$ cat src/logic/wkc_pkg.sv
package wkc_pkg;
  // register word addresses (one per 32-bit register)
  localparam logic [3:0] ADDR_PORT_EVENT_SELECT  = 4'h0;
  localparam logic [3:0] ADDR_PORT_EDGE_POLARITY = 4'h1;
  localparam logic [3:0] ADDR_WAKEUP_CONTROL     = 4'h2;
  localparam logic [3:0] ADDR_EVENT_COMPARE      = 4'h3;
  localparam logic [3:0] ADDR_IRQ_CLEAR          = 4'h4;
  localparam logic [3:0] ADDR_COUNTER_CLEAR      = 4'h5;
  localparam logic [3:0] ADDR_EVENT_COUNT        = 4'h6;
  localparam logic [3:0] ADDR_STATUS             = 4'h7;
  // wakeup_control fields
  localparam int DEB_LSB     = 0;
  localparam int DEB_W       = 6;
  localparam int IRQ_EN_BIT  = 7;
  localparam int CTRL_W      = 8;
  localparam int CNT_W       = 8;
  // timing
  localparam int TICK_MS        = 1;
  localparam int CLK_KHZ        = 10000;
  localparam int TICK_CYCLES    = TICK_MS * CLK_KHZ;
  localparam logic [31:0] ZERO32 = 32'h0000_0000;
  typedef enum logic [1:0] {
    WKC_IDLE,
    WKC_DEBOUNCE,
    WKC_WAIT_RELEASE
  } wkc_state_type;
endpackage

$ cat src/logic/wkc_event_counter.sv
// What this block does
// RQ1: each gpio input is enabled as an event source by its select bit.
// RQ2: a per-port polarity bit chooses which edge of an input is active.
// RQ3: polarity 0 makes a rising edge on a selected input a key hit.
// RQ4: polarity 1 makes a falling edge on a selected input a key hit.
// RQ5: a key hit loads the debounce down-counter from debounce_value.
// RQ6: the debounce counter steps down once per 1 ms tick.
// RQ7: debounce_value is six bits wide, giving 0 to 63 ms.
// RQ8: the count rises only if debounce ends with the key hit still held.
// RQ9: after counting, the machine waits for the reverse edge before idle.
// RQ10: count equal to a nonzero compare clears the count and raises the enabled irq.
// RQ11: any write to the irq clear strobe clears the pending interrupt; a write in the same cycle as a new enabled match leaves irq set.
// RQ12: any write to the counter clear strobe zeroes the event count.
// RQ13: the event count is readable at any time without side effects.
// RQ14: the interrupt goes out on a pin to wake the processor.
// RQ15: gpio inputs pass a two-stage synchroniser before edge detection.
//
// The placing of the registers and the Avalon-MM register port were chosen for this implementation.
`timescale 1ns/1ps
module wkc_event_counter
  import wkc_pkg::*;
#(
  parameter int N_GPIO      = 8,
  parameter int TICK_PERIOD = TICK_CYCLES
) (
  // clock and reset
  input  wire logic              sys_clk_i,
  input  wire logic              rst_i,
  // avalon-mm slave
  input  wire logic [3:0]        avs_address_i,
  input  wire logic              avs_read_i,
  input  wire logic              avs_write_i,
  input  wire logic [31:0]       avs_writedata_i,
  output logic      [31:0]       avs_readdata_o,
  output logic                   avs_waitrequest_o,
  // gpio and interrupt
  input  wire logic [N_GPIO-1:0] gpio_i,
  output logic                   wakeup_irq_o
);

  logic [N_GPIO-1:0] sync1_r, sync2_r, prev_r;
  logic [N_GPIO-1:0] sel_r, sel_nxt, pol_r, pol_nxt;
  logic [CTRL_W-1:0] ctrl_r, ctrl_nxt;
  logic [CNT_W-1:0]  cmp_r, cmp_nxt, cnt_r, cnt_nxt;
  logic [DEB_W-1:0]  deb_r, deb_nxt;
  logic [31:0]       tick_cnt_r, tick_cnt_nxt;
  logic              tick_r, tick_nxt, irq_r, irq_nxt;
  logic              ack_r, ack_nxt;
  logic [31:0]       rdata_r, rdata_nxt;
  wkc_state_type     state_r, state_nxt;
  logic [N_GPIO-1:0] active_lvl, act_edge, rev_edge;
  logic              key_hit, key_held, released, wr, rd, match;

  // active level per port after polarity; one loop per gpio
  genvar g;
  generate
    for (g = 0; g < N_GPIO; g++) begin : g_port
      assign active_lvl[g] = sync2_r[g] ^ pol_r[g];              // RQ2
      // pol 0: rising, pol 1: falling
      assign act_edge[g] = sel_r[g] & active_lvl[g]
                           & ~(prev_r[g] ^ pol_r[g]);            // RQ3 RQ4 RQ1
      assign rev_edge[g] = sel_r[g] & ~active_lvl[g]
                           & (prev_r[g] ^ pol_r[g]);

      // per-port edge checks; rise and fall written from the pin levels, not act_edge
      property p_rise_pick;
        @(posedge sys_clk_i) disable iff (rst_i)
        (sel_r[g] && !pol_r[g] && sync2_r[g] && !prev_r[g]) |-> act_edge[g];
      endproperty
      a_rise_pick: assert property (p_rise_pick) // RQ3
        else $error("no rise");

      property p_fall_pick;
        @(posedge sys_clk_i) disable iff (rst_i)
        (sel_r[g] && pol_r[g] && !sync2_r[g] && prev_r[g]) |-> act_edge[g];
      endproperty
      a_fall_pick: assert property (p_fall_pick) // RQ4
        else $error("no fall");

      property p_unsel_quiet;
        @(posedge sys_clk_i) disable iff (rst_i)
        !sel_r[g] |-> !(act_edge[g] || rev_edge[g]);
      endproperty
      a_unsel_quiet: assert property (p_unsel_quiet) // RQ1
        else $error("unselected edge");
    end
  endgenerate

  assign key_hit  = |act_edge;
  assign key_held = |(sel_r & active_lvl);
  assign released = ~key_held;

  // one wait state per access; a write lands on the edge that ends it,
  // so the master must hold its data until the edge that samples waitrequest low
  assign wr    = avs_write_i & ack_r;
  assign rd    = avs_read_i & ~ack_r;
  assign avs_waitrequest_o = (avs_read_i | avs_write_i) & ~ack_r;
  assign avs_readdata_o    = rdata_r;
  assign wakeup_irq_o      = irq_r;                              // RQ14
  assign match = (cnt_r == cmp_r);

  always_ff @(posedge sys_clk_i) begin
    if (rst_i) begin
      sync1_r <= '0;
      sync2_r <= '0;
      prev_r  <= '0;
    end else begin
      sync1_r <= gpio_i;                                         // RQ15
      sync2_r <= sync1_r;                                        // RQ15
      prev_r  <= sync2_r;
    end
  end

  // 1 ms tick
  always_comb begin
    tick_nxt     = 1'b0;
    tick_cnt_nxt = tick_cnt_r + 32'h0000_0001;
    if (tick_cnt_r == 32'(TICK_PERIOD - 1)) begin
      tick_cnt_nxt = ZERO32;
      tick_nxt     = 1'b1;                                       // RQ6
    end
  end

  // registers and bus
  always_comb begin
    sel_nxt   = sel_r;
    pol_nxt   = pol_r;
    ctrl_nxt  = ctrl_r;
    cmp_nxt   = cmp_r;
    ack_nxt   = (avs_read_i | avs_write_i) & ~ack_r;
    rdata_nxt = rdata_r;
    if (wr) begin
      case (avs_address_i)
        ADDR_PORT_EVENT_SELECT:  sel_nxt = avs_writedata_i[N_GPIO-1:0]; // RQ1
        ADDR_PORT_EDGE_POLARITY: pol_nxt = avs_writedata_i[N_GPIO-1:0]; // RQ2
        ADDR_WAKEUP_CONTROL:     ctrl_nxt = avs_writedata_i[CTRL_W-1:0];
        ADDR_EVENT_COMPARE:      cmp_nxt = avs_writedata_i[CNT_W-1:0];
        default: ;
      endcase
    end
    if (rd) begin
      case (avs_address_i)
        ADDR_PORT_EVENT_SELECT:  rdata_nxt = 32'(sel_r);
        ADDR_PORT_EDGE_POLARITY: rdata_nxt = 32'(pol_r);
        ADDR_WAKEUP_CONTROL:     rdata_nxt = 32'(ctrl_r);
        ADDR_EVENT_COMPARE:      rdata_nxt = 32'(cmp_r);
        ADDR_EVENT_COUNT:        rdata_nxt = 32'(cnt_r);         // RQ13
        ADDR_STATUS:             rdata_nxt = {ZERO32[31:3], irq_r,
                                              state_r};
        default:                 rdata_nxt = ZERO32;
      endcase
    end
  end

  // event state machine, counter and interrupt
  always_comb begin
    state_nxt = state_r;
    deb_nxt   = deb_r;
    cnt_nxt   = cnt_r;
    irq_nxt   = irq_r;
    case (state_r)
      WKC_IDLE: begin
        if (key_hit) begin
          deb_nxt   = ctrl_r[DEB_LSB +: DEB_W];                 // RQ5 RQ7
          state_nxt = WKC_DEBOUNCE;
        end
      end
      WKC_DEBOUNCE: begin
        if (!key_held) begin
          state_nxt = WKC_IDLE;                                  // RQ8
        end else if (deb_r == '0) begin
          cnt_nxt   = cnt_r + 8'h01;                             // RQ8
          state_nxt = WKC_WAIT_RELEASE;
        end else if (tick_r) begin
          deb_nxt = deb_r - 6'h01;                               // RQ6
        end
      end
      WKC_WAIT_RELEASE: begin
        if (released || (|rev_edge)) begin
          state_nxt = WKC_IDLE;                                  // RQ9
        end
      end
      default: state_nxt = WKC_IDLE;
    endcase
    if (match && cmp_r != '0) begin
      cnt_nxt = '0;                                              // RQ10
      if (ctrl_r[IRQ_EN_BIT]) begin
        irq_nxt = 1'b1;                                          // RQ10
      end
    end
    if (wr && avs_address_i == ADDR_COUNTER_CLEAR) begin
      cnt_nxt = '0;                                              // RQ12
    end
    // clear loses to a same-cycle new enabled match
    if (wr && avs_address_i == ADDR_IRQ_CLEAR &&
        !(match && cmp_r != '0 && ctrl_r[IRQ_EN_BIT])) begin
      irq_nxt = 1'b0;                                            // RQ11
    end
  end

  always_ff @(posedge sys_clk_i) begin
    if (rst_i) begin
      sel_r      <= '0;
      pol_r      <= '0;
      ctrl_r     <= '0;
      cmp_r      <= '0;
      cnt_r      <= '0;
      deb_r      <= '0;
      tick_cnt_r <= ZERO32;
      tick_r     <= 1'b0;
      irq_r      <= 1'b0;
      ack_r      <= 1'b0;
      rdata_r    <= ZERO32;
      state_r    <= WKC_IDLE;
    end else begin
      sel_r      <= sel_nxt;
      pol_r      <= pol_nxt;
      ctrl_r     <= ctrl_nxt;
      cmp_r      <= cmp_nxt;
      cnt_r      <= cnt_nxt;
      deb_r      <= deb_nxt;
      tick_cnt_r <= tick_cnt_nxt;
      tick_r     <= tick_nxt;
      irq_r      <= irq_nxt;
      ack_r      <= ack_nxt;
      rdata_r    <= rdata_nxt;
      state_r    <= state_nxt;
    end
  end

  property p_sync_path;
    @(posedge sys_clk_i) disable iff (rst_i)
    1'b1 |=> (sync2_r == $past(sync1_r));
  endproperty
  a_sync_path: assert property (p_sync_path) else $error("sync bad"); // RQ15

  property p_deb_load;
    @(posedge sys_clk_i) disable iff (rst_i)
    (state_r == WKC_IDLE && key_hit) |=>
      (state_r == WKC_DEBOUNCE && deb_r == $past(ctrl_r[DEB_W-1:0]));
  endproperty
  a_deb_load: assert property (p_deb_load) else $error("no load"); // RQ5

  property p_deb_step;
    @(posedge sys_clk_i) disable iff (rst_i)
    (state_r == WKC_DEBOUNCE && key_held && deb_r != '0 && tick_r) |=>
      (deb_r == $past(deb_r) - 6'h01);
  endproperty
  a_deb_step: assert property (p_deb_step) else $error("no step"); // RQ6

  property p_deb_hold;
    @(posedge sys_clk_i) disable iff (rst_i)
    (state_r == WKC_DEBOUNCE && !tick_r) |=> $stable(deb_r);
  endproperty
  a_deb_hold: assert property (p_deb_hold) else $error("deb moved"); // RQ6

  property p_drop;
    @(posedge sys_clk_i) disable iff (rst_i)
    (state_r == WKC_DEBOUNCE && !key_held) |=> state_r == WKC_IDLE;
  endproperty
  a_drop: assert property (p_drop) else $error("bounce counted"); // RQ8

  property p_idle_no_hit;
    @(posedge sys_clk_i) disable iff (rst_i)
    (state_r == WKC_IDLE && !key_hit) |=> state_r == WKC_IDLE;
  endproperty
  a_idle_no_hit: assert property (p_idle_no_hit) else $error("spurious"); // RQ1

  property p_wait_rel;
    @(posedge sys_clk_i) disable iff (rst_i)
    (state_r == WKC_WAIT_RELEASE && key_held && !(|rev_edge)) |=>
      state_r == WKC_WAIT_RELEASE;
  endproperty
  a_wait_rel: assert property (p_wait_rel) else $error("early idle"); // RQ9

  property p_irq_set;
    @(posedge sys_clk_i) disable iff (rst_i)
    (match && cmp_r != '0 && ctrl_r[IRQ_EN_BIT]) |=>
      (irq_r && cnt_r == '0);
  endproperty
  a_irq_set: assert property (p_irq_set) else $error("no irq"); // RQ10

  property p_irq_clr;
    @(posedge sys_clk_i) disable iff (rst_i)
    (wr && avs_address_i == ADDR_IRQ_CLEAR &&
     !(match && cmp_r != '0 && ctrl_r[IRQ_EN_BIT])) |=> !wakeup_irq_o;
  endproperty
  a_irq_clr: assert property (p_irq_clr) else $error("irq stuck"); // RQ11

  property p_cnt_clr;
    @(posedge sys_clk_i) disable iff (rst_i)
    (wr && avs_address_i == ADDR_COUNTER_CLEAR) |=> cnt_r == '0;
  endproperty
  a_cnt_clr: assert property (p_cnt_clr) else $error("cnt stuck"); // RQ12

  property p_cnt_read;
    @(posedge sys_clk_i) disable iff (rst_i)
    (rd && avs_address_i == ADDR_EVENT_COUNT) |=>
      avs_readdata_o == 32'($past(cnt_r));
  endproperty
  a_cnt_read: assert property (p_cnt_read) else $error("bad read"); // RQ13

  property p_tick_phase;
    @(posedge sys_clk_i) disable iff (rst_i)
    tick_r |-> (tick_cnt_r == ZERO32);
  endproperty
  a_tick_phase: assert property (p_tick_phase) // RQ6
    else $error("tick off phase");

  property p_deb_done;
    @(posedge sys_clk_i) disable iff (rst_i)
    (state_r == WKC_DEBOUNCE && key_held && deb_r == '0 &&
     !(match && cmp_r != '0) &&
     !(wr && avs_address_i == ADDR_COUNTER_CLEAR)) |=>
      (cnt_r == $past(cnt_r) + 8'h01 && state_r == WKC_WAIT_RELEASE);
  endproperty
  a_deb_done: assert property (p_deb_done) // RQ8
    else $error("no count");

  property p_inc_source;
    @(posedge sys_clk_i) disable iff (rst_i)
    (cnt_r != '0 && cnt_r == $past(cnt_r) + 8'h01) |->
      ($past(state_r) == WKC_DEBOUNCE && $past(deb_r) == '0 &&
       $past(key_held));
  endproperty
  a_inc_source: assert property (p_inc_source) // RQ8
    else $error("stray count");

  property p_wait_exit;
    @(posedge sys_clk_i) disable iff (rst_i)
    (state_r == WKC_WAIT_RELEASE && !key_held) |=> state_r == WKC_IDLE;
  endproperty
  a_wait_exit: assert property (p_wait_exit) // RQ9
    else $error("stuck after release");

  property p_irq_masked;
    @(posedge sys_clk_i) disable iff (rst_i)
    (!irq_r && !ctrl_r[IRQ_EN_BIT]) |=> !wakeup_irq_o;
  endproperty
  a_irq_masked: assert property (p_irq_masked) // RQ10
    else $error("masked irq");

  property p_irq_hold;
    @(posedge sys_clk_i) disable iff (rst_i)
    (irq_r && !(wr && avs_address_i == ADDR_IRQ_CLEAR)) |=> wakeup_irq_o;
  endproperty
  a_irq_hold: assert property (p_irq_hold) // RQ11
    else $error("irq lost");

  property p_one_wait;
    @(posedge sys_clk_i) disable iff (rst_i)
    avs_waitrequest_o |=> !avs_waitrequest_o;
  endproperty
  a_one_wait: assert property (p_one_wait) // RQ13
    else $error("wait too long");

  property p_wr_lands;
    @(posedge sys_clk_i) disable iff (rst_i)
    (avs_write_i && !avs_waitrequest_o &&
     avs_address_i == ADDR_EVENT_COMPARE) |=>
      cmp_r == CNT_W'($past(avs_writedata_i));
  endproperty
  a_wr_lands: assert property (p_wr_lands) // RQ10
    else $error("write lost");

endmodule

$ cat config.mk
export PLATFORM = sky130hd
export DESIGN_NAME = wkc_event_counter
export DESIGN_NICKNAME = d
export VERILOG_FILES = /design/src/logic/wkc_pkg.sv /design/src/logic/wkc_event_counter.sv
export SDC_FILE = /design/constraint.sdc
export NUM_CORES = 1
export LEC_CHECK = 0
export BUFFER_PORTS_ARGS = -buffer_cell sky130_fd_sc_hd__buf_2
export CAP_MARGIN = 20
export CORE_ASPECT_RATIO = 1.2
export CORE_UTILIZATION = 30
export DETAILED_ROUTE_END_ITERATION = 16
export MAX_ROUTING_LAYER = met4
export PLACE_DENSITY_LB_ADDON = 0.1
export REMOVE_ABC_BUFFERS = 1
export SLEW_MARGIN = 20
export SYNTH_ARGS = -nofsm -noshare
export SYNTH_HDL_FRONTEND = slang
export SYNTH_SLANG_ARGS = --single-unit
$ cat constraint.sdc
create_clock -name sys_clk_i -period 2.3 [get_ports sys_clk_i]
set_input_delay 0.69 -clock sys_clk_i [delete_from_list [all_inputs] [get_ports sys_clk_i]]
set_output_delay 0.69 -clock sys_clk_i [all_outputs]
set_load 0.005 [all_outputs]
### After elaboration in Yosys (flattened, before gate mapping)

Index checks and enable logic that the tools add are counted.

| storage, ports and cells | value |
|---|---|
| bits in registers | 139 |
| logic and storage cells | 144 |
| output and inout bits | 34 |

| cells by class | value |
|---|---|
| reduce and logical (&&, ||, !) cells | 26 |
| bitwise operators | 71 |
| equality and inequality tests | 17 |
| $add $sub $neg | 3 |
| multiplexer cells | 12 |

Operators by type and width:

| cell | number |
|---|---|
| 8-bit case mux with 6 select lines | 1 |
| 1-bit bitwise AND | 35 |
| 32-bit by 1-bit adder with 32-bit output (second input constant) | 1 |
| 32-bit by 14-bit equality test with 1-bit output (second input constant) | 1 |
| 6-bit two-way mux | 4 |
| 8-bit OR reduction | 3 |
| 1-bit NOT | 18 |
| 4-bit by 3-bit equality test with 1-bit output (second input constant) | 4 |
| 1-bit XOR | 16 |
| 6-bit case mux with 2 select lines | 1 |
| 2-bit inequality test (second input constant) | 5 |
| 2-bit AND reduction | 5 |
| 8-bit by 1-bit adder with 8-bit output (second input constant) | 1 |
| 8-bit bitwise AND | 1 |
| 4-bit by 2-bit equality test with 1-bit output (second input constant) | 2 |
| 8-bit equality test | 1 |
| 2-bit two-way mux | 4 |
| 8-bit nonzero test | 1 |
| 6-bit logical NOT | 1 |
| 2-bit case mux with 3 select lines | 1 |
| 3-bit AND reduction | 2 |
| 6-bit by 1-bit subtractor with 6-bit output (second input constant) | 1 |
| 1-bit logical AND | 5 |
| 5-bit AND reduction | 1 |
| 13 further kinds | 14 |

### Depth between registers and ports, before layout

| logic depth | value |
|---|---|
| depth after elaboration | 8 |
| gate-level depth with buffers | 8 |
| depth with buffers taken out | 8 |

### Worst setup path before layout

OpenSTA, ideal clock, no wires.

| path | value |
|---|---|
| path type | input to register |
| from | in avs_address_i[1] |
| to | reg ctrl_r[0] |
| buffers on the path | 1 |
| required time | 2172 ps |
| setup slack | 279 ps |
| setup time | 128 ps |
| arrival | 1893 ps |
| cell stages on the path | 5 |
| cells stage by stage | buf_2 -> nor2b_1 -> nand4_1 -> mux2i_1 -> nor2_1 |

| on the way | value |
|---|---|
| word-level cells in the longest chain between the ends | 2 |

RTL lines:

| what | line | RTL |
|---|---|---|
| start, declared | wkc_event_counter.sv:30 | `input wire logic [3:0] avs_address_i,` |
| 4-bit by 2-bit equality test with 1-bit output | wkc_event_counter.sv:133 | `case (avs_address_i)` |
| 2-bit AND reduction (no source line) | -- |  |
| end signal, assigned | wkc_event_counter.sv:218 | `ctrl_r <= ctrl_nxt;` |
| end, declared | wkc_event_counter.sv:43 | `logic [CTRL_W-1:0] ctrl_r, ctrl_nxt;` |

Every way passes these cells.
A chain may end at the register's enable or synchronous reset.

### Worst setup path after layout

| path | value |
|---|---|
| from | reg pol_r[2] |
| to | reg deb_r[1] |

| on the way | value |
|---|---|
| word-level cells in the longest chain between the ends | 6 |
| elaborated cells on any way between the ends | 11 |
| classes of those cells | eq/ne (2); bitwise (6); reduce/logical (3) |

RTL lines:

| what | line | RTL |
|---|---|---|
| start, declared | wkc_event_counter.sv:42 | `logic [N_GPIO-1:0] sel_r, sel_nxt, pol_r, pol_nxt;` |
| start signal, assigned | wkc_event_counter.sv:217 | `pol_r <= pol_nxt;` |
| 1-bit XOR (on tied branches) | wkc_event_counter.sv:58, wkc_event_counter.sv:61 |  |
| 1-bit bitwise AND / 1-bit NOT (equally long branches) | wkc_event_counter.sv:60, wkc_event_counter.sv:61 |  |
| 1-bit bitwise AND | wkc_event_counter.sv:61 | `& ~(prev_r[g] ^ pol_r[g]);` |
| 8-bit OR reduction | wkc_event_counter.sv:89 | `assign key_hit = \|act_edge;` |
| 2-bit inequality test (no source line) | -- |  |
| 5-bit AND reduction (no source line) * | -- |  |
| end signal, assigned | wkc_event_counter.sv:221 | `deb_r <= deb_nxt;` |
| end, declared | wkc_event_counter.sv:45 | `logic [DEB_W-1:0] deb_r, deb_nxt;` |

Every way passes the cells marked *; elsewhere a longest branch is shown, timed or not.

==> results.json <==
{
  "share_comb_of_total_power_pct": 3.9,
  "avgRoutedWirePerCell_um": 14.8,
  "die_y_um": 152,
  "grt_pass1_wl_um": 22400,
  "final_common_cell": "dfxtp_1",
  "use_met3_pct": 3.58,
  "htreeDepth": 4,
  "crit_chain": "xor2_1, a22oi_1, nand2_1, o211ai_1, a21bo_4, mux2i_1, nor2_1",
  "fmax_mhz": 478,
  "fin_crit_sh_pct": 91.0,
  "post_cts_resized": 0,
  "num_vias": 4409,
  "max_slew_margin_pct": 65.2,
  "drc": 0,
  "area_growth_pct": 18.1,
  "cts_setup_buffers": 0,
  "cts_tree": "yes",
  "grt_use_met2_pct": 24.7,
  "clock_path_buffers": 2,
  "hold_path_class": "flop to flop",
  "cp_slowest_cell": "dfxtp_1",
  "globalRouteMet1Util_pct": 18.9,
  "switching_share_pct": 22.3,
  "finClkSkew_ns": 0.00813,
  "insertion_delay_ns": 0.42,
  "gp_congestion": 0.840,
  "synth.distinct_cells": 62,
  "hpwl_um": 10000,
  "crit_type": "flop to flop",
  "yosysSeqAreaShare_pct": 40.8,
  "fin_ws_ns": 0.206,
  "die-area_mm2": 0.0194,
  "power_density_mw_per_mm2": 743,
  "cts_buffers": 17,
  "tns_ns": 0,
  "critPathMaxFanout": 7,
  "cpPeakStageDelay_ns": 0.50,
  "fill_cells": 1864,
  "status": "finished clean",
  "antenna_found_initial": 0,
  "synth_area_mm2": 0.00564,
  "grt_busiest_layer": "met2",
  "worstMarginPinSlew_ns": 0.508,
  "pwr-share-seq_pct": 41.3,
  "yosys.area.top_type": "dfxtp_1",
  "synth.area.top_cells": "dfxtp_1, nor2_1, mux2i_1",
  "synth_edf_count": 0,
  "async_flop_share_pct": 0,
  "vias_per_cell": 4.73,
  "max_cap_violations": 0,
  "core_area_mm2": 0.0183,
  "fin_crit_ns": 2.09,
  "leakagePower_nw": 2.67,
  "diodes": 0,
  "syn_inst": 628,
  "clkPwrFrac_pct": 54.9,
  "clock_tree.root_cell": "clkbuf_16",
  "preCtsSetupSlack_ns": 0.152,
  "switchingPower_w": 0.00110,
  "antenna_left": 0,
  "layout.nets": 720,
  "regArea_mm2": 0.00230,
  "p_int_w": 0.00385,
  "row_count": 54,
  "cts_sinks": 115,
  "hold_viol": 0,
  "grtUsageTotal_pct": 15.5,
  "start_util_pct": 30.8,
  "synth_warnings": 0,
  "path_clk_slew_ns": 0.06,
  "routed_wl_um": 13800,
  "synth_top_area_share_pct": 40.8,
  "drive_above_1_share_pct": 15.6,
  "peakVddDrop_uv": 537,
  "synth_area_per_cell_um2": 8.98,
  "start_kind": "flop",
  "drtPass1Iterations": 4,
  "cp.required_ns": 2.60,
  "grt_max_degree": 33,
  "rsz0062_at_grt": "no",
  "num_io_pins": 82,
  "die_w_um": 127,
  "gr-total-overflow": 0,
  "end_kind": "flop",
  "port_buffers": 33,
  "arrival_ns": 2.39,
  "setup_viol": 0,
  "drv_slew": 0,
  "ys_ff_latch": 115,
  "cts_hold_buf": 0,
  "ys.flop_type": "dfxtp_1",
  "drtIter0Drc": 225,
  "layout_common_cells": "dfxtp_1, nor2_1, xor2_1",
  "multi_input_area_mm2": 0.00308,
  "first_global_vias": 4186
}
==> state kept, by name (all words and copies together), names as in the netlist, 8 cells and up <==
signal,flops
tick_cnt_r,32
sync1_r,8
ctrl_r,8
prev_r,8
pol_r,8
sync2_r,8
sel_r,8
cmp_r,8
avs_readdata_o,8
cnt_r,8
==> layout make-up <==
class                           count  share of cell area [%]
Clock buffer                       19                    6.80
Sequential cell                   115                    34.6
Clock inverter                     13                    2.37
Inverter                            9                   0.507
Timing Repair Buffer               50                    4.77
Multi-Input combinational cell    475                    46.3
Tap cell                          252                    4.73
==> through the flow <==
stage                     hold slack, ns  cells  instance area, um2  total power (W)  util (%)
after floorplan                    0.414    599                5420          0.00217         -
after global placement             0.418    901                6050          0.00227      33.1
after detailed placement           0.422    901                6050          0.00228      33.1
after CTS                          0.433    933                6660          0.00504      36.4
after global routing               0.449    933                6660          0.00515      36.4
final                              0.429    933                6660          0.00495      36.4
==> worst max-delay path, delay by kind of cell (launching register included) <==
kind                      cells  cell delay, ns
AOI/OAI and AO/OA             3            0.92
and+or+nand+nor               2            0.25
xor gates and xnor gates      1            0.11
DFF                           1            0.50
muxes                         1            0.19
==> Yosys cell counts, types with 4 or more instances <==
master,count
o22ai_1,7
nand2b_1,7
buf_4,27
clkbuf_1,20
nand4_1,11
nor3b_1,10
nor3_1,11
mux2i_1,35
buf_2,4
and3b_1,10
o21ai_0,15
nor2b_1,30
xnor2_1,16
ha_1,4
and3_1,5
a21oi_1,12
mux2_2,8
dfxtp_1,115
inv_1,9
nor4_1,7
nand3_1,18
o21ai_1,4
a22oi_1,25
nor2_1,94
xor2_1,36
a31oi_1,4
nand2_1,30
o21a_1,4
==> final timing paths <==
path	from	endpoint	slack, ns	cells after the start
worst max-delay path	pol_r[2]$_SDFFE_PP0P_	deb_r[1]$_SDFFE_PP0P_	0.21	7
worst min register to register	sync1_r[0]$_SDFF_PP0_	sync2_r[0]$_SDFF_PP0_	0.43	1
worst max register to register	pol_r[2]$_SDFFE_PP0P_	deb_r[1]$_SDFFE_PP0P_	0.21	7
worst min-delay path	sync1_r[0]$_SDFF_PP0_	sync2_r[0]$_SDFF_PP0_	0.43	1
==> kinds of logic (layout without fill, tap and decap cells) <==
family                   Yosys count  in the layout  share of synthesized area (%)
other                              1             24                         0.0665
buffers and inverters             61             91                           6.08
adder cells (fa/ha/maj)            4              4                          0.887
multiplexers                      43             43                           7.81
XOR/XNOR                          52             52                           8.07
flip-flops                       115            115                           40.8
AO/OA/AOI/OAI                     87             87                           10.8
AND/OR/NAND/NOR                  265            265                           25.5
==> routing by layer <==
metal,share of wire [%],vias up
met5,0,-
met4,1.2,0
met3,3.6,14
met2,48,86
met1,47,2072
li1,-,2237
==> power groups by stage <==
stage          logic [W]  registers [W]  clock network [W]
2_1_floorplan  0.0000901        0.00208                  0
3_3_place_gp    0.000190        0.00208                  0
3_5_place_dp    0.000193        0.00208                  0
4_1_cts         0.000194        0.00204            0.00281
5_1_grt         0.000215        0.00204            0.00289
6_report        0.000192        0.00204            0.00272
Power figures use the tool's default switching activity.
